[src/hdl/mmtc_pkg.sv]
// Purpose: shared constants for the multimode timer counter
// Assumes: APB register map with one aligned 32-bit word per register
// Notes:   offsets are byte addresses
package mmtc_pkg;
   // ----------------------------------------------------------------
   // register offsets
   // ----------------------------------------------------------------
   localparam logic [7:0]  MMTC_OFS_CTRL   = 8'h00;
   localparam logic [7:0]  MMTC_OFS_STAT   = 8'h04;
   localparam logic [7:0]  MMTC_OFS_COUNT  = 8'h08;
   localparam logic [7:0]  MMTC_OFS_PERIOD = 8'h0C;
   // ----------------------------------------------------------------
   // control field positions
   // ----------------------------------------------------------------
   localparam int          MMTC_CTL_SRC    = 0;   // clock_source_select [1:0]
   localparam int          MMTC_CTL_DIV    = 2;   // input_divider_select [3:2]
   localparam int          MMTC_CTL_MODE   = 4;   // count_mode_select [5:4]
   localparam int          MMTC_CTL_CLR    = 6;   // counter_clear_bit, reads 0
   localparam int          MMTC_CTL_OVFIE  = 8;
   localparam int          MMTC_CTL_MATIE  = 9;
   localparam int          MMTC_CTL_GIE    = 10;
   // ----------------------------------------------------------------
   // status field positions
   // ----------------------------------------------------------------
   localparam int          MMTC_ST_OVF     = 0;   // overflow_flag, write 1 clears
   localparam int          MMTC_ST_MATCH   = 1;   // match_flag, write 1 clears
   localparam int          MMTC_ST_DOWN    = 2;   // latched direction, read only
   // ----------------------------------------------------------------
   // modes and reset values
   // ----------------------------------------------------------------
   localparam logic [1:0]  MMTC_MODE_STOP  = 2'h0;
   localparam logic [1:0]  MMTC_MODE_UP    = 2'h1;
   localparam logic [1:0]  MMTC_MODE_CONT  = 2'h2;
   localparam logic [1:0]  MMTC_MODE_UPDN  = 2'h3;
   localparam logic [15:0] MMTC_CNT_MAX    = 16'hFFFF;
   localparam logic [10:0] MMTC_CTRL_RST   = 11'h000;
   localparam logic [15:0] MMTC_CNT_RST    = 16'h0000;
   localparam logic [15:0] MMTC_PER_RST    = 16'h0000;
endpackage

[src/hdl/mmtc_clk_if.sv]
// Purpose: carries clock selection and the divided tick between modules
// Assumes: single clock domain
// Notes:   tick is a one-cycle enable pulse
`timescale 1ns/1ns
interface mmtc_clk_if;
   logic [1:0] sel;
   logic [1:0] div;
   logic       clr;
   logic       tick;
   modport ctl (output sel, output div, output clr, input tick);
   modport pre (input sel, input div, input clr, output tick);
endinterface

[src/hdl/mmtc_top.sv]
// Purpose: 16-bit timer counter with four modes and an APB register file
// Assumes: timer sources are synchronous levels; APB slave answers with no wait
// Notes:   count writes win over a tick in the same cycle; a period write lets the tick step
//
// Contract
// [RULE1] 16-bit count steps up or down on each selected timer tick.
// [RULE2] Clear bit zeroes count, prescaler and latched direction.
// [RULE3] Software count write replaces the count at once.
// [RULE4] Flags only set by counting, never by a software load.
// [RULE5] Source select picks one of two internal and two external clocks.
// [RULE6] Divider passes the source through or divides by two, four, eight.
// [RULE7] Counting only with nonzero mode and a running source.
// [RULE8] Zero period halts up and up/down; nonzero write restarts up from zero.
// [RULE9] Mode field: 00 stop, 01 up, 10 continuous, 11 up/down.
// [RULE10] Up mode counts zero to period then zero; period is value plus one.
// [RULE11] Entering up mode with count above period restarts at zero.
// [RULE12] Up mode: match on reaching period, overflow on period to zero.
// [RULE13] Up mode period change: larger counted to, smaller rolls to zero.
// [RULE14] Continuous wraps at FFFF with overflow; period is plain compare.
// [RULE15] Up/down counts zero to period and back; period twice the value.
// [RULE16] Direction is latched across stops unless cleared.
// [RULE17] Up/down: match on period-1 to period, overflow on 1 to 0.
// [RULE18] Period write while descending takes effect after reaching zero.
// [RULE19] Up/down ascending: larger period counted to, smaller turns down.
// [RULE20] Compare register write updates immediately, no double buffer.
// [RULE21] Software stops the timer before changing configuration.
// [RULE22] Software reads a running async count by majority vote.
// [RULE23] Flag requests interrupt only with own enable and global enable.
// [RULE24] Flags stay set until software clears them.
//
// Our own choices: the register addresses and the APB interface to the registers.
`timescale 1ns/1ns
module mmtc_top
   import mmtc_pkg::*;
(
   input  wire logic        i_mclk,
   input  wire logic        i_rst,
   input  wire logic        i_psel,
   input  wire logic        i_penable,
   input  wire logic        i_pwrite,
   input  wire logic [7:0]  i_paddr,
   input  wire logic [31:0] i_pwdata,
   output logic      [31:0] o_prdata,
   output logic             o_pready,
   output logic             o_pslverr,
   input  wire logic        i_aux_clk,
   input  wire logic        i_submain_clk,
   input  wire logic        i_ext_timer_clk,
   input  wire logic        i_second_ext_clk,
   output logic             o_ovf_irq,
   output logic             o_match_irq,
   output logic [15:0]      o_timer_count_value
);
   import mmtc_pkg::*;

   // ----------------------------------------------------------------
   // declarations
   // ----------------------------------------------------------------
   logic [10:0] ctrl_q;
   logic [15:0] cnt_q;
   logic [15:0] cnt_d;
   logic [15:0] per_q;
   logic [15:0] lim_q;
   logic [15:0] lim;
   logic        down_q;
   logic        down_d;
   logic        ovf_q;
   logic        match_q;
   logic        ovf_set;
   logic        match_set;
   logic        wr;
   logic        setup;
   logic        hit;
   logic        wr_ctrl;
   logic        wr_stat;
   logic        wr_cnt;
   logic        wr_per;
   logic        clr;
   logic        run;
   logic        step;
   logic [1:0]  mode;
   logic [15:0] inc;
   logic [15:0] dec;
   logic [31:0] rdata;

   mmtc_clk_if clk_if ();

   // ----------------------------------------------------------------
   // apb decode
   // ----------------------------------------------------------------
   assign hit     = (i_paddr == MMTC_OFS_CTRL) || (i_paddr == MMTC_OFS_STAT) ||
                    (i_paddr == MMTC_OFS_COUNT) || (i_paddr == MMTC_OFS_PERIOD);
   assign setup   = i_psel && !i_penable;
   assign wr      = i_psel && i_penable && i_pwrite && hit;
   assign wr_ctrl = wr && (i_paddr == MMTC_OFS_CTRL);
   assign wr_stat = wr && (i_paddr == MMTC_OFS_STAT);
   assign wr_cnt  = wr && (i_paddr == MMTC_OFS_COUNT);
   assign wr_per  = wr && (i_paddr == MMTC_OFS_PERIOD);
   assign clr     = wr_ctrl && i_pwdata[MMTC_CTL_CLR];
   assign o_pready  = 1'b1;
   assign o_pslverr = i_psel && i_penable && !hit;

   // read mux; clear bit always reads zero
   always_comb
   begin
      rdata = 32'h0000_0000;
      case (i_paddr)
         MMTC_OFS_CTRL:   rdata = {21'h00_0000, ctrl_q};
         MMTC_OFS_STAT:   rdata = {29'h0000_0000, down_q, match_q, ovf_q};
         MMTC_OFS_COUNT:  rdata = {16'h0000, cnt_q};
         MMTC_OFS_PERIOD: rdata = {16'h0000, per_q};
         default:         rdata = 32'h0000_0000;
      endcase
   end

   // read data captured in the setup cycle, held through access
   always_ff @(posedge i_mclk)
   begin
      if (i_rst)
         o_prdata <= 32'h0000_0000;
      else if (setup)
         o_prdata <= rdata;
   end

   // ----------------------------------------------------------------
   // control register
   // ----------------------------------------------------------------
   always_ff @(posedge i_mclk)
   begin
      if (i_rst)
         ctrl_q <= MMTC_CTRL_RST;
      else if (wr_ctrl)
         ctrl_q <= i_pwdata[10:0] & ~(11'h001 << MMTC_CTL_CLR); // clear self-resets
   end

   assign mode       = ctrl_q[MMTC_CTL_MODE +: 2];
   assign clk_if.sel = ctrl_q[MMTC_CTL_SRC +: 2];
   assign clk_if.div = ctrl_q[MMTC_CTL_DIV +: 2];
   assign clk_if.clr = clr;

   mmtc_prescaler mmtc_prescaler_i
   (
      .i_mclk (i_mclk),
      .i_rst  (i_rst),
      .i_src  ({i_second_ext_clk, i_ext_timer_clk, i_submain_clk, i_aux_clk}),
      .clk_if (clk_if)
   );

   // ----------------------------------------------------------------
   // period register, written straight through
   // ----------------------------------------------------------------
   always_ff @(posedge i_mclk)
   begin
      if (i_rst)
         per_q <= MMTC_PER_RST;
      else if (wr_per)
         per_q <= i_pwdata[15:0]; // RULE20
   end

   // effective limit: shadow only while descending in up/down
   always_ff @(posedge i_mclk)
   begin
      if (i_rst)
         lim_q <= MMTC_PER_RST;
      else if (!(mode == MMTC_MODE_UPDN && down_q) || (step && cnt_d == 16'h0000))
         lim_q <= per_q; // RULE18
   end

   assign lim = (mode == MMTC_MODE_UPDN && down_q) ? lim_q : per_q;

   // ----------------------------------------------------------------
   // next count and flag events
   // ----------------------------------------------------------------
   // zero period freezes up and up/down without a mode change
   assign run  = (mode == MMTC_MODE_CONT) ||
                 ((mode != MMTC_MODE_STOP) && (per_q != 16'h0000)); // RULE7 RULE8
   assign step = clk_if.tick && run; // RULE7
   assign inc  = cnt_q + 16'h0001;
   assign dec  = cnt_q - 16'h0001;

   always_comb
   begin
      cnt_d     = cnt_q;
      down_d    = down_q;
      ovf_set   = 1'b0;
      match_set = 1'b0;
      case (mode) // RULE9
         MMTC_MODE_UP:
         begin
            if (cnt_q >= lim)
            begin
               cnt_d   = 16'h0000; // RULE10 RULE13
               ovf_set = (cnt_q == lim); // RULE12
            end
            else
            begin
               cnt_d     = inc;
               match_set = (inc == lim); // RULE12
            end
         end
         MMTC_MODE_CONT:
         begin
            cnt_d     = inc; // RULE14
            ovf_set   = (cnt_q == MMTC_CNT_MAX); // RULE14
            match_set = (inc == per_q);
         end
         MMTC_MODE_UPDN:
         begin
            if (down_q)
            begin
               if (cnt_q == 16'h0000)
               begin
                  down_d    = 1'b0;
                  cnt_d     = inc;
                  match_set = (inc == lim);
               end
               else
               begin
                  cnt_d   = dec; // RULE15
                  ovf_set = (cnt_q == 16'h0001); // RULE17
               end
            end
            else if (cnt_q >= lim)
            begin
               down_d = 1'b1; // RULE19
               cnt_d  = dec;
            end
            else
            begin
               cnt_d     = inc;
               match_set = (inc == lim); // RULE17
            end
         end
         default:
         begin
            cnt_d = cnt_q;
         end
      endcase
   end

   // ----------------------------------------------------------------
   // counter and direction
   // ----------------------------------------------------------------
   always_ff @(posedge i_mclk)
   begin
      if (i_rst)
         cnt_q <= MMTC_CNT_RST;
      else if (clr)
         cnt_q <= 16'h0000; // RULE2
      else if (wr_cnt)
         cnt_q <= i_pwdata[15:0]; // RULE3
      else if (wr_ctrl && i_pwdata[MMTC_CTL_MODE +: 2] == MMTC_MODE_UP && cnt_q > per_q)
         cnt_q <= 16'h0000; // RULE11
      else if (wr_per && per_q == 16'h0000 && i_pwdata[15:0] != 16'h0000 &&
               (mode == MMTC_MODE_UP || mode == MMTC_MODE_UPDN))
         cnt_q <= 16'h0000; // RULE8
      else if (step)
         cnt_q <= cnt_d; // RULE1
   end

   // direction survives stop; only clear or restart resets it
   always_ff @(posedge i_mclk)
   begin
      if (i_rst || clr)
         down_q <= 1'b0; // RULE2 RULE16
      else if (wr_per && per_q == 16'h0000 && i_pwdata[15:0] != 16'h0000)
         down_q <= 1'b0; // RULE8
      else if (step && !wr_cnt)
         down_q <= down_d; // RULE16
   end

   // ----------------------------------------------------------------
   // sticky flags; a set in the clearing cycle wins
   // ----------------------------------------------------------------
   always_ff @(posedge i_mclk)
   begin
      if (i_rst)
         ovf_q <= 1'b0;
      else if (step && !wr_cnt && ovf_set)
         ovf_q <= 1'b1; // RULE4 RULE24
      else if (wr_stat && i_pwdata[MMTC_ST_OVF])
         ovf_q <= 1'b0;
   end

   always_ff @(posedge i_mclk)
   begin
      if (i_rst)
         match_q <= 1'b0;
      else if (step && !wr_cnt && match_set)
         match_q <= 1'b1; // RULE4 RULE24
      else if (wr_stat && i_pwdata[MMTC_ST_MATCH])
         match_q <= 1'b0;
   end

   // interrupt requests gated by own and global enables
   assign o_ovf_irq   = ovf_q && ctrl_q[MMTC_CTL_OVFIE] && ctrl_q[MMTC_CTL_GIE]; // RULE23
   assign o_match_irq = match_q && ctrl_q[MMTC_CTL_MATIE] && ctrl_q[MMTC_CTL_GIE]; // RULE23
   assign o_timer_count_value = cnt_q;
endmodule // mmtc_top

[src/hdl/mmtc_prescaler.sv]
// Purpose: source select, edge detection and divide by 1/2/4/8
// Assumes: source inputs are synchronous levels of i_mclk
// Notes:   a source that stops toggling gives no ticks
`timescale 1ns/1ns
module mmtc_prescaler
(
   input  wire logic       i_mclk,
   input  wire logic       i_rst,
   input  wire logic [3:0] i_src,
   mmtc_clk_if.pre         clk_if
);
   logic [3:0] src_q;
   logic [2:0] div_cnt_q;
   logic [2:0] mask;
   logic       edge_sel;

   // ----------------------------------------------------------------
   // rising edge of the chosen source
   // ----------------------------------------------------------------
   always_ff @(posedge i_mclk)
   begin
      if (i_rst)
         src_q <= 4'h0;
      else
         src_q <= i_src;
   end

   assign edge_sel = i_src[clk_if.sel] & ~src_q[clk_if.sel]; // RULE5

   // divider mask: all ones in the low div bits
   always_comb
   begin
      case (clk_if.div)
         2'h0:    mask = 3'h0;
         2'h1:    mask = 3'h1;
         2'h2:    mask = 3'h3;
         default: mask = 3'h7;
      endcase
   end

   // divider count, cleared by the clear bit
   always_ff @(posedge i_mclk)
   begin
      if (i_rst || clk_if.clr)
         div_cnt_q <= 3'h0; // RULE2
      else if (edge_sel)
         div_cnt_q <= div_cnt_q + 3'h1;
   end

   assign clk_if.tick = edge_sel && ((div_cnt_q & mask) == mask); // RULE6
endmodule // mmtc_prescaler

[config.mk]
export PLATFORM = sky130hd
export DESIGN_NAME = mmtc_top
export DESIGN_NICKNAME = d
export VERILOG_FILES = /design/src/hdl/mmtc_pkg.sv /design/src/hdl/mmtc_clk_if.sv /design/src/hdl/mmtc_top.sv /design/src/hdl/mmtc_prescaler.sv
export SDC_FILE = /design/constraint.sdc
export NUM_CORES = 1
export LEC_CHECK = 0
export ABC_AREA = 1
export ABC_CLOCK_PERIOD_IN_PS = 3900
export BUFFER_PORTS_ARGS = -buffer_cell sky130_fd_sc_hd__buf_2
export CELL_PAD_IN_SITES_DETAIL_PLACEMENT = 1
export CELL_PAD_IN_SITES_GLOBAL_PLACEMENT = 2
export CORE_MARGIN = 3
export CORE_UTILIZATION = 32
export CTS_BUF_LIST = sky130_fd_sc_hd__clkbuf_4
export DETAILED_ROUTE_END_ITERATION = 6
export PLACE_DENSITY = 0.79
export REMOVE_ABC_BUFFERS = 1
export SLEW_MARGIN = 20
export SYNTH_ARGS = -nofsm -noshare
export SYNTH_HDL_FRONTEND = slang
export SYNTH_HIERARCHICAL = 1
export SYNTH_SLANG_ARGS = --single-unit
[constraint.sdc]
create_clock -name i_mclk -period 3.9 [get_ports i_mclk]
set_clock_uncertainty 0.1 [all_clocks]
set_input_delay 0.585 -clock i_mclk [delete_from_list [all_inputs] [get_ports i_mclk]]
set_output_delay 0.585 -clock i_mclk [all_outputs]
set_load 0.05 [all_outputs]
**After elaboration in Yosys (flattened, before gate mapping)**

Index checks and enable logic that the tools add are counted.

- Register bits: 100
- Logic and storage cells: 119

- Bitwise operators: 3
- Multiplexer cells: 31
- Add/subtract/negate cells: 3
- Reductions and logical operators: 54
- $lt $le $gt $ge: 3
- Equal/unequal tests: 15

Operators with widths:

| operator | number |
|---|---|
| 16-bit two-way mux | 9 |
| 16-bit case mux with 4 select lines | 1 |
| 16-bit equality test | 3 |
| 16-bit logical NOT | 3 |
| 16-bit case mux with 3 select lines | 1 |
| 16-bit nonzero test | 2 |
| 1-bit logical AND | 29 |
| 16-bit by 1-bit adder with 16-bit output (second input constant) | 1 |
| 16-bit by 1-bit equality test with 1-bit output (second input constant) | 1 |
| 16-bit equality test (second input constant) | 1 |
| 8-bit by 4-bit equality test with 1-bit output (second input constant) | 2 |
| 16-bit >= comparator | 1 |
| 16-bit > comparator | 1 |
| 16-bit by 1-bit subtractor with 16-bit output (second input constant) | 1 |
| 1-bit two-way mux | 15 |
| 3-bit case mux with 3 select lines | 1 |
| 8-bit by 3-bit equality test with 1-bit output (second input constant) | 1 |
| 8-bit logical NOT | 1 |
| 1-bit logical OR | 7 |
| 2-bit by 1-bit equality test with 1-bit output (second input constant) | 3 |
| 2-bit equality test (second input constant) | 3 |
| 1-bit case mux with 3 select lines | 2 |
| 2-bit nonzero test | 3 |
| 1-bit binary-select mux with 2-bit select | 2 |
| 11 further kinds | 15 |

**Depth between registers and ports, before layout**

- Depth after elaboration: 12
- Gate-level depth with buffers: 33

**By module**

Netlist, hierarchy kept.

By module, submodules not included:

| module | times used | area each (um^2) | cells an instance |
|---|---|---|---|
| mmtc_top | 1 | 6170.9 | 969 |
| mmtc_prescaler | 1 | 355.3 | 48 |

**Least setup slack after synthesis**

No wires, ideal clock.

- Path type: reg2reg
- Start: register ctrl_q[4]
- End: register lim_q[13]
- Period minus slack after synthesis: 3.430 ns
- Data required time: 3.687 ns
- Stages on the path, launching flop included: 29
- Arrival: 3.217 ns
- Path buffers: 5
- Slack: 0.470 ns
- Cells stage by stage: dfxtp_1 buf_2 nand2_2 inv_2 nand2_1 buf_2 buf_2 o21ai_0 inv_1 ha_1 nand2_1 nor2_1 nand2_1 o21ai_1 nor2_2 nand2_4 nand2_2 nand2_2 buf_6 o21ai_0 o21ai_1 nand2_1 o21ai_1 nand3_2 nand2_4 buf_6 nand2_1 nand2_1 nor2_1

- Longest elaborated chain between the ends: 10
- Elaborated cells on any way between the ends: 18
- Those cells by class: order compare (1); eq/ne (3); mux (5); reduce/logical (9)

RTL lines:

| item | RTL line | source |
|---|---|---|
| start: declaration | mmtc_top.sv:59 | `logic [10:0] ctrl_q;` |
| start signal: assignment | mmtc_top.sv:133 | `ctrl_q <= i_pwdata[10:0] & ~(11'h001 << MMTC_CTL_CLR);` |
| 2-bit equality test | mmtc_top.sv:165, mmtc_top.sv:169, mmtc_top.sv:187 |  |
| 1-bit logical AND | mmtc_top.sv:165, mmtc_top.sv:169 |  |
| 16-bit two-way mux | mmtc_top.sv:169 | `assign lim = (mode == MMTC_MODE_UPDN && down_q) ? lim_q : per_q;` |
| 16-bit >= comparator | mmtc_top.sv:190, mmtc_top.sv:223 |  |
| 16-bit two-way mux | mmtc_top.sv:223 | `else if (cnt_q >= lim)` |
| 16-bit two-way mux | mmtc_top.sv:209 | `if (down_q)` |
| 16-bit case mux with 3 select lines | mmtc_top.sv:187 | `case (mode)` |
| 16-bit logical NOT | mmtc_top.sv:165 | `else if (!(mode == MMTC_MODE_UPDN && down_q) \|\| (step && cnt_d == 16'h0000))` |
| 1-bit logical AND | mmtc_top.sv:165 |  |
| 1-bit logical OR * | mmtc_top.sv:165 |  |
| end signal: assignment | mmtc_top.sv:166 | `lim_q <= per_q;` |
| end: declaration | mmtc_top.sv:63 | `logic [15:0] lim_q;` |

Every way passes the cells marked *; elsewhere a longest branch is shown, timed or not.
A chain may end at the register's enable or synchronous reset.

**Worst setup path after layout**

- Start: register ctrl_q[4]
- End: register lim_q[1]

The elaborated chain is that of the path after synthesis.

==> flow_metrics.env <==
export IMPL_status="finished clean"
export IMPL_cp_arrival_ns=3.98
export IMPL_ir_worst_vdd_mv=0.124
export IMPL_seq_area_frac_synth_pct=25.8
export IMPL_crit_family="simple AND/OR/NAND/NOR gates"
export IMPL_finish_instance_area_sq_um=7910
export IMPL_cts_hold_buffers=0
export IMPL_busiest_layer="met2"
export IMPL_placed_cells=1405
export IMPL_fillCellCount=2647
export IMPL_fin_nets=1241
export IMPL_clkSinkCount=84
export IMPL_routedWlPerCell_microns=19.8
export IMPL_grt_pass1_wl_microns=42200
export IMPL_fin_tns_setup_ns=0
export IMPL_grt_usage_pct=25.1
export IMPL_start_kind="flip-flop"
export IMPL_met2_usage_pct=42.7
export IMPL_use_met1_pct=33.3
export IMPL_first_pass_iters=5
export IMPL_initial_core_util_pct=33.1
export IMPL_drive_gt1_share_pct=21.1
export IMPL_yosysTopAreaCell="dfxtp_1"
export IMPL_tightest_slew_ns=1.02
export IMPL_die_area_sq_um=22100
export IMPL_endpoint_kind="flip-flop"
export IMPL_synth_area_leaders="dfxtp_1 (26%), nand2_1 (14%), ha_1 (7.1%), nor2_1 (6.2%), inv_1 (6.0%)"
export IMPL_insertion_delay_ns=0.52
export IMPL_reg2regPathDepth=27
export IMPL_cts_tree="yes"
export IMPL_final_seq_area_sq_um=1680
export IMPL_drv_cap=0
export IMPL_slew_headroom_pct=31.3
export IMPL_via_per_inst=5.20
export IMPL_numCtsBuffers=9
export IMPL_synth_edf_count=0
export IMPL_instances_no_fill=1426
export IMPL_grt_pass1_vias=7267
export IMPL_cts_root_buffer="clkbuf_4"
export IMPL_period_minus_slack_ns=3.67
export IMPL_cellPowerDensity_nw_per_um2=195
export IMPL_hold_viol=0
export IMPL_top_level_ports=101
export IMPL_path_buf_inv=5
export IMPL_grt_max_degree=42
export IMPL_clock_path_buffers=2
export IMPL_critPathMaxStageDelay_ns=0.37
export IMPL_worst_r2r_endpoint="lim_q[1]"
export IMPL_synth_avg_cell_area_sq_um=6.42
export IMPL_r2r_setup_slack_ns=0.23
export IMPL_routabilityCongestion=0.950
export IMPL_crit_fanout=24
export IMPL_clk_pin_slew_ns=0.18
export IMPL_area_delta_synth_final_pct=21.3
export IMPL_synthArstFlopShare_pct=0
export IMPL_ys_types=47
export IMPL_yosysMostFrequentCell="nand2_1"
export IMPL_cp_common_cell="nor2_2"
export IMPL_first_iter_violations=404
export IMPL_route_vias_total=7421
export IMPL_yosys_area_top_type_share_pct=25.8
export IMPL_power_total_mw=1.54
export IMPL_worstHoldStart="i_submain_clk"
export IMPL_grt_overflow_total=0
export IMPL_die_height_microns=149
export IMPL_leakagePower_nw=3.84
export IMPL_synth_seq_cells=84
export IMPL_yosysWarnings=6
export IMPL_multi_input_area_sq_um=4210
export IMPL_placed_cell_area_sq_um=7630
export IMPL_timing_final_crit_share_pct=94.0
export IMPL_drcViolationCount=0
export IMPL_cp_depth=27
export IMPL_syn_area_sq_um=6530
export IMPL_io_buffers=67
export IMPL_synthTopCellsByCount="nand2_1 (235), nor2_1 (108), inv_1 (104)"
export IMPL_min_to="mmtc_prescaler_i/src_q[1]"
export IMPL_fmax_mhz=273
export IMPL_worstSetupPathType="flip-flop to flip-flop"
export IMPL_routed_wl_microns=28200
export IMPL_cp_slowest_cell="dfxtp_2"
export IMPL_reg2reg_from="ctrl_q[4]"
export IMPL_h_tree_depth=3
export IMPL_core_sq_um=19700
export IMPL_hpwl_microns=21800
export IMPL_hold_path_class="input port to flip-flop"
export IMPL_synthFlopType="dfxtp_1"
export IMPL_antenna_found_initial=1
export IMPL_synthesis_instances=1017
export IMPL_use_met3_pct=3.59
export IMPL_hold_depth=3
export IMPL_drv_slew=0
export IMPL_core_rowCount=51
export IMPL_setup_violations_final=0
export IMPL_ant_nets=0
export IMPL_die_x_microns=149
export IMPL_hold_slack_ns=0.172
export IMPL_crit_required_ns=4.22
## tightest hold or removal path, delay by kind of cell
family | cells | cell delay (ns)
buffers and inverters | 2 | 0.16
and+or+nand+nor | 1 | 0.03
## logic make-up after synthesis
logic type / share of synthesized area (%)
compound gates: 17.6
xor+xnor: 4.52
fa+ha+maj: 7.09
buf+inv: 11.9
flops: 25.8
other cells: 0.115
simple gates: 33.0
## report_power, final
part / internal, mW / leakage, nW / total (mW) / switching (mW)
clock: 0.152 / 0.0777 / 0.555 / 0.404
sequential: 0.864 / 0.679 / 0.867 / 0.00354
combinational: 0.0257 / 3.08 / 0.122 / 0.0963
total: 1.04 / 3.84 / 1.54 / 0.503
## registers in the layout, indices dropped and copies added (netlist names)
| register | count |
|---|---|
| lim_q | 16 |
| down_q | 1 |
| match_q | 1 |
| ctrl_q | 10 |
| o_timer_count_value | 16 |
| mmtc_prescaler_i/src_q | 4 |
| mmtc_prescaler_i/div_cnt_q | 3 |
| ovf_q | 1 |
| per_q | 16 |
| o_prdata | 16 |
## per-stage QoR
stage / worst slack [ns] / util [%]
after floorplan: 0.154 / -
after global placement: -0.0867 / 38.7
after detailed placement: -0.136 / 38.7
after CTS: 0.0274 / 39.6
after global routing: -0.0357 / 40.1
final: 0.235 / 40.1
## repair_timing
action | in CTS | in global routing
cloned | 0 | 2
pin swaps | 1 | 2
gates resized for setup | 11 | 21
endpoints found under the setup margin | 17 | 17
buffers inserted | 1 | 1
## how the worst max path moves through the flow
| stage | from | to | slack [ns] |
|---|---|---|---|
| 2_1_floorplan | ctrl_q[4] | lim_q[0] | 0.15 |
| 3_3_place_gp | ctrl_q[4] | lim_q[6] | -0.09 |
| 3_5_place_dp | ctrl_q[4] | lim_q[9] | -0.14 |
| 4_1_cts | ctrl_q[4] | lim_q[1] | 0.03 |
| 5_1_grt | ctrl_q[4] | lim_q[1] | -0.04 |
| 6_report | ctrl_q[4] | lim_q[1] | 0.23 |
## layout make-up
class | instances | share of cell area [%]
clock inverter | 7 | 0.933
tap | 265 | 4.19
multi-input combinational | 779 | 53.2
antenna | 1 | 0.0316
clock buffer | 9 | 0.854
sequential | 84 | 21.3
inverter | 116 | 5.50
timing repair buffer | 165 | 14.1
## per-layer routing
metal | vias to the layer above | part of all wire [%]
li1 | 3616 | -
met3 | 30 | 4.1
met2 | 173 | 48
met5 | - | 0
met4 | 0 | 2.2
met1 | 3602 | 46
## layout by cell type, fill, tap and decap left out, types with 3 or more instances in the layout
cell type,Yosys,final
clkinv_1,4,5
xnor2_1,4,4
nand3_2,6,9
nand4_1,17,17
a31oi_1,16,16
nor2_2,10,13
o21ai_0,76,68
ha_1,37,37
dfxtp_1,84,83
a21oi_1,68,67
nor3_1,12,12
clkbuf_4,0,9
buf_4,20,95
conb_1,2,17
nand2_2,12,14
inv_2,8,9
nor4_1,13,13
nor2_1,108,104
xor2_1,26,26
o211ai_1,4,4
o22ai_1,19,19
a211oi_1,3,3
nand3b_1,6,6
buf_2,8,67
nand2_1,235,231
inv_1,104,102
o221ai_1,4,4
nand2_4,2,4
o21ai_1,8,15
nand3_1,58,55
(Power assumes the default switching activity.)
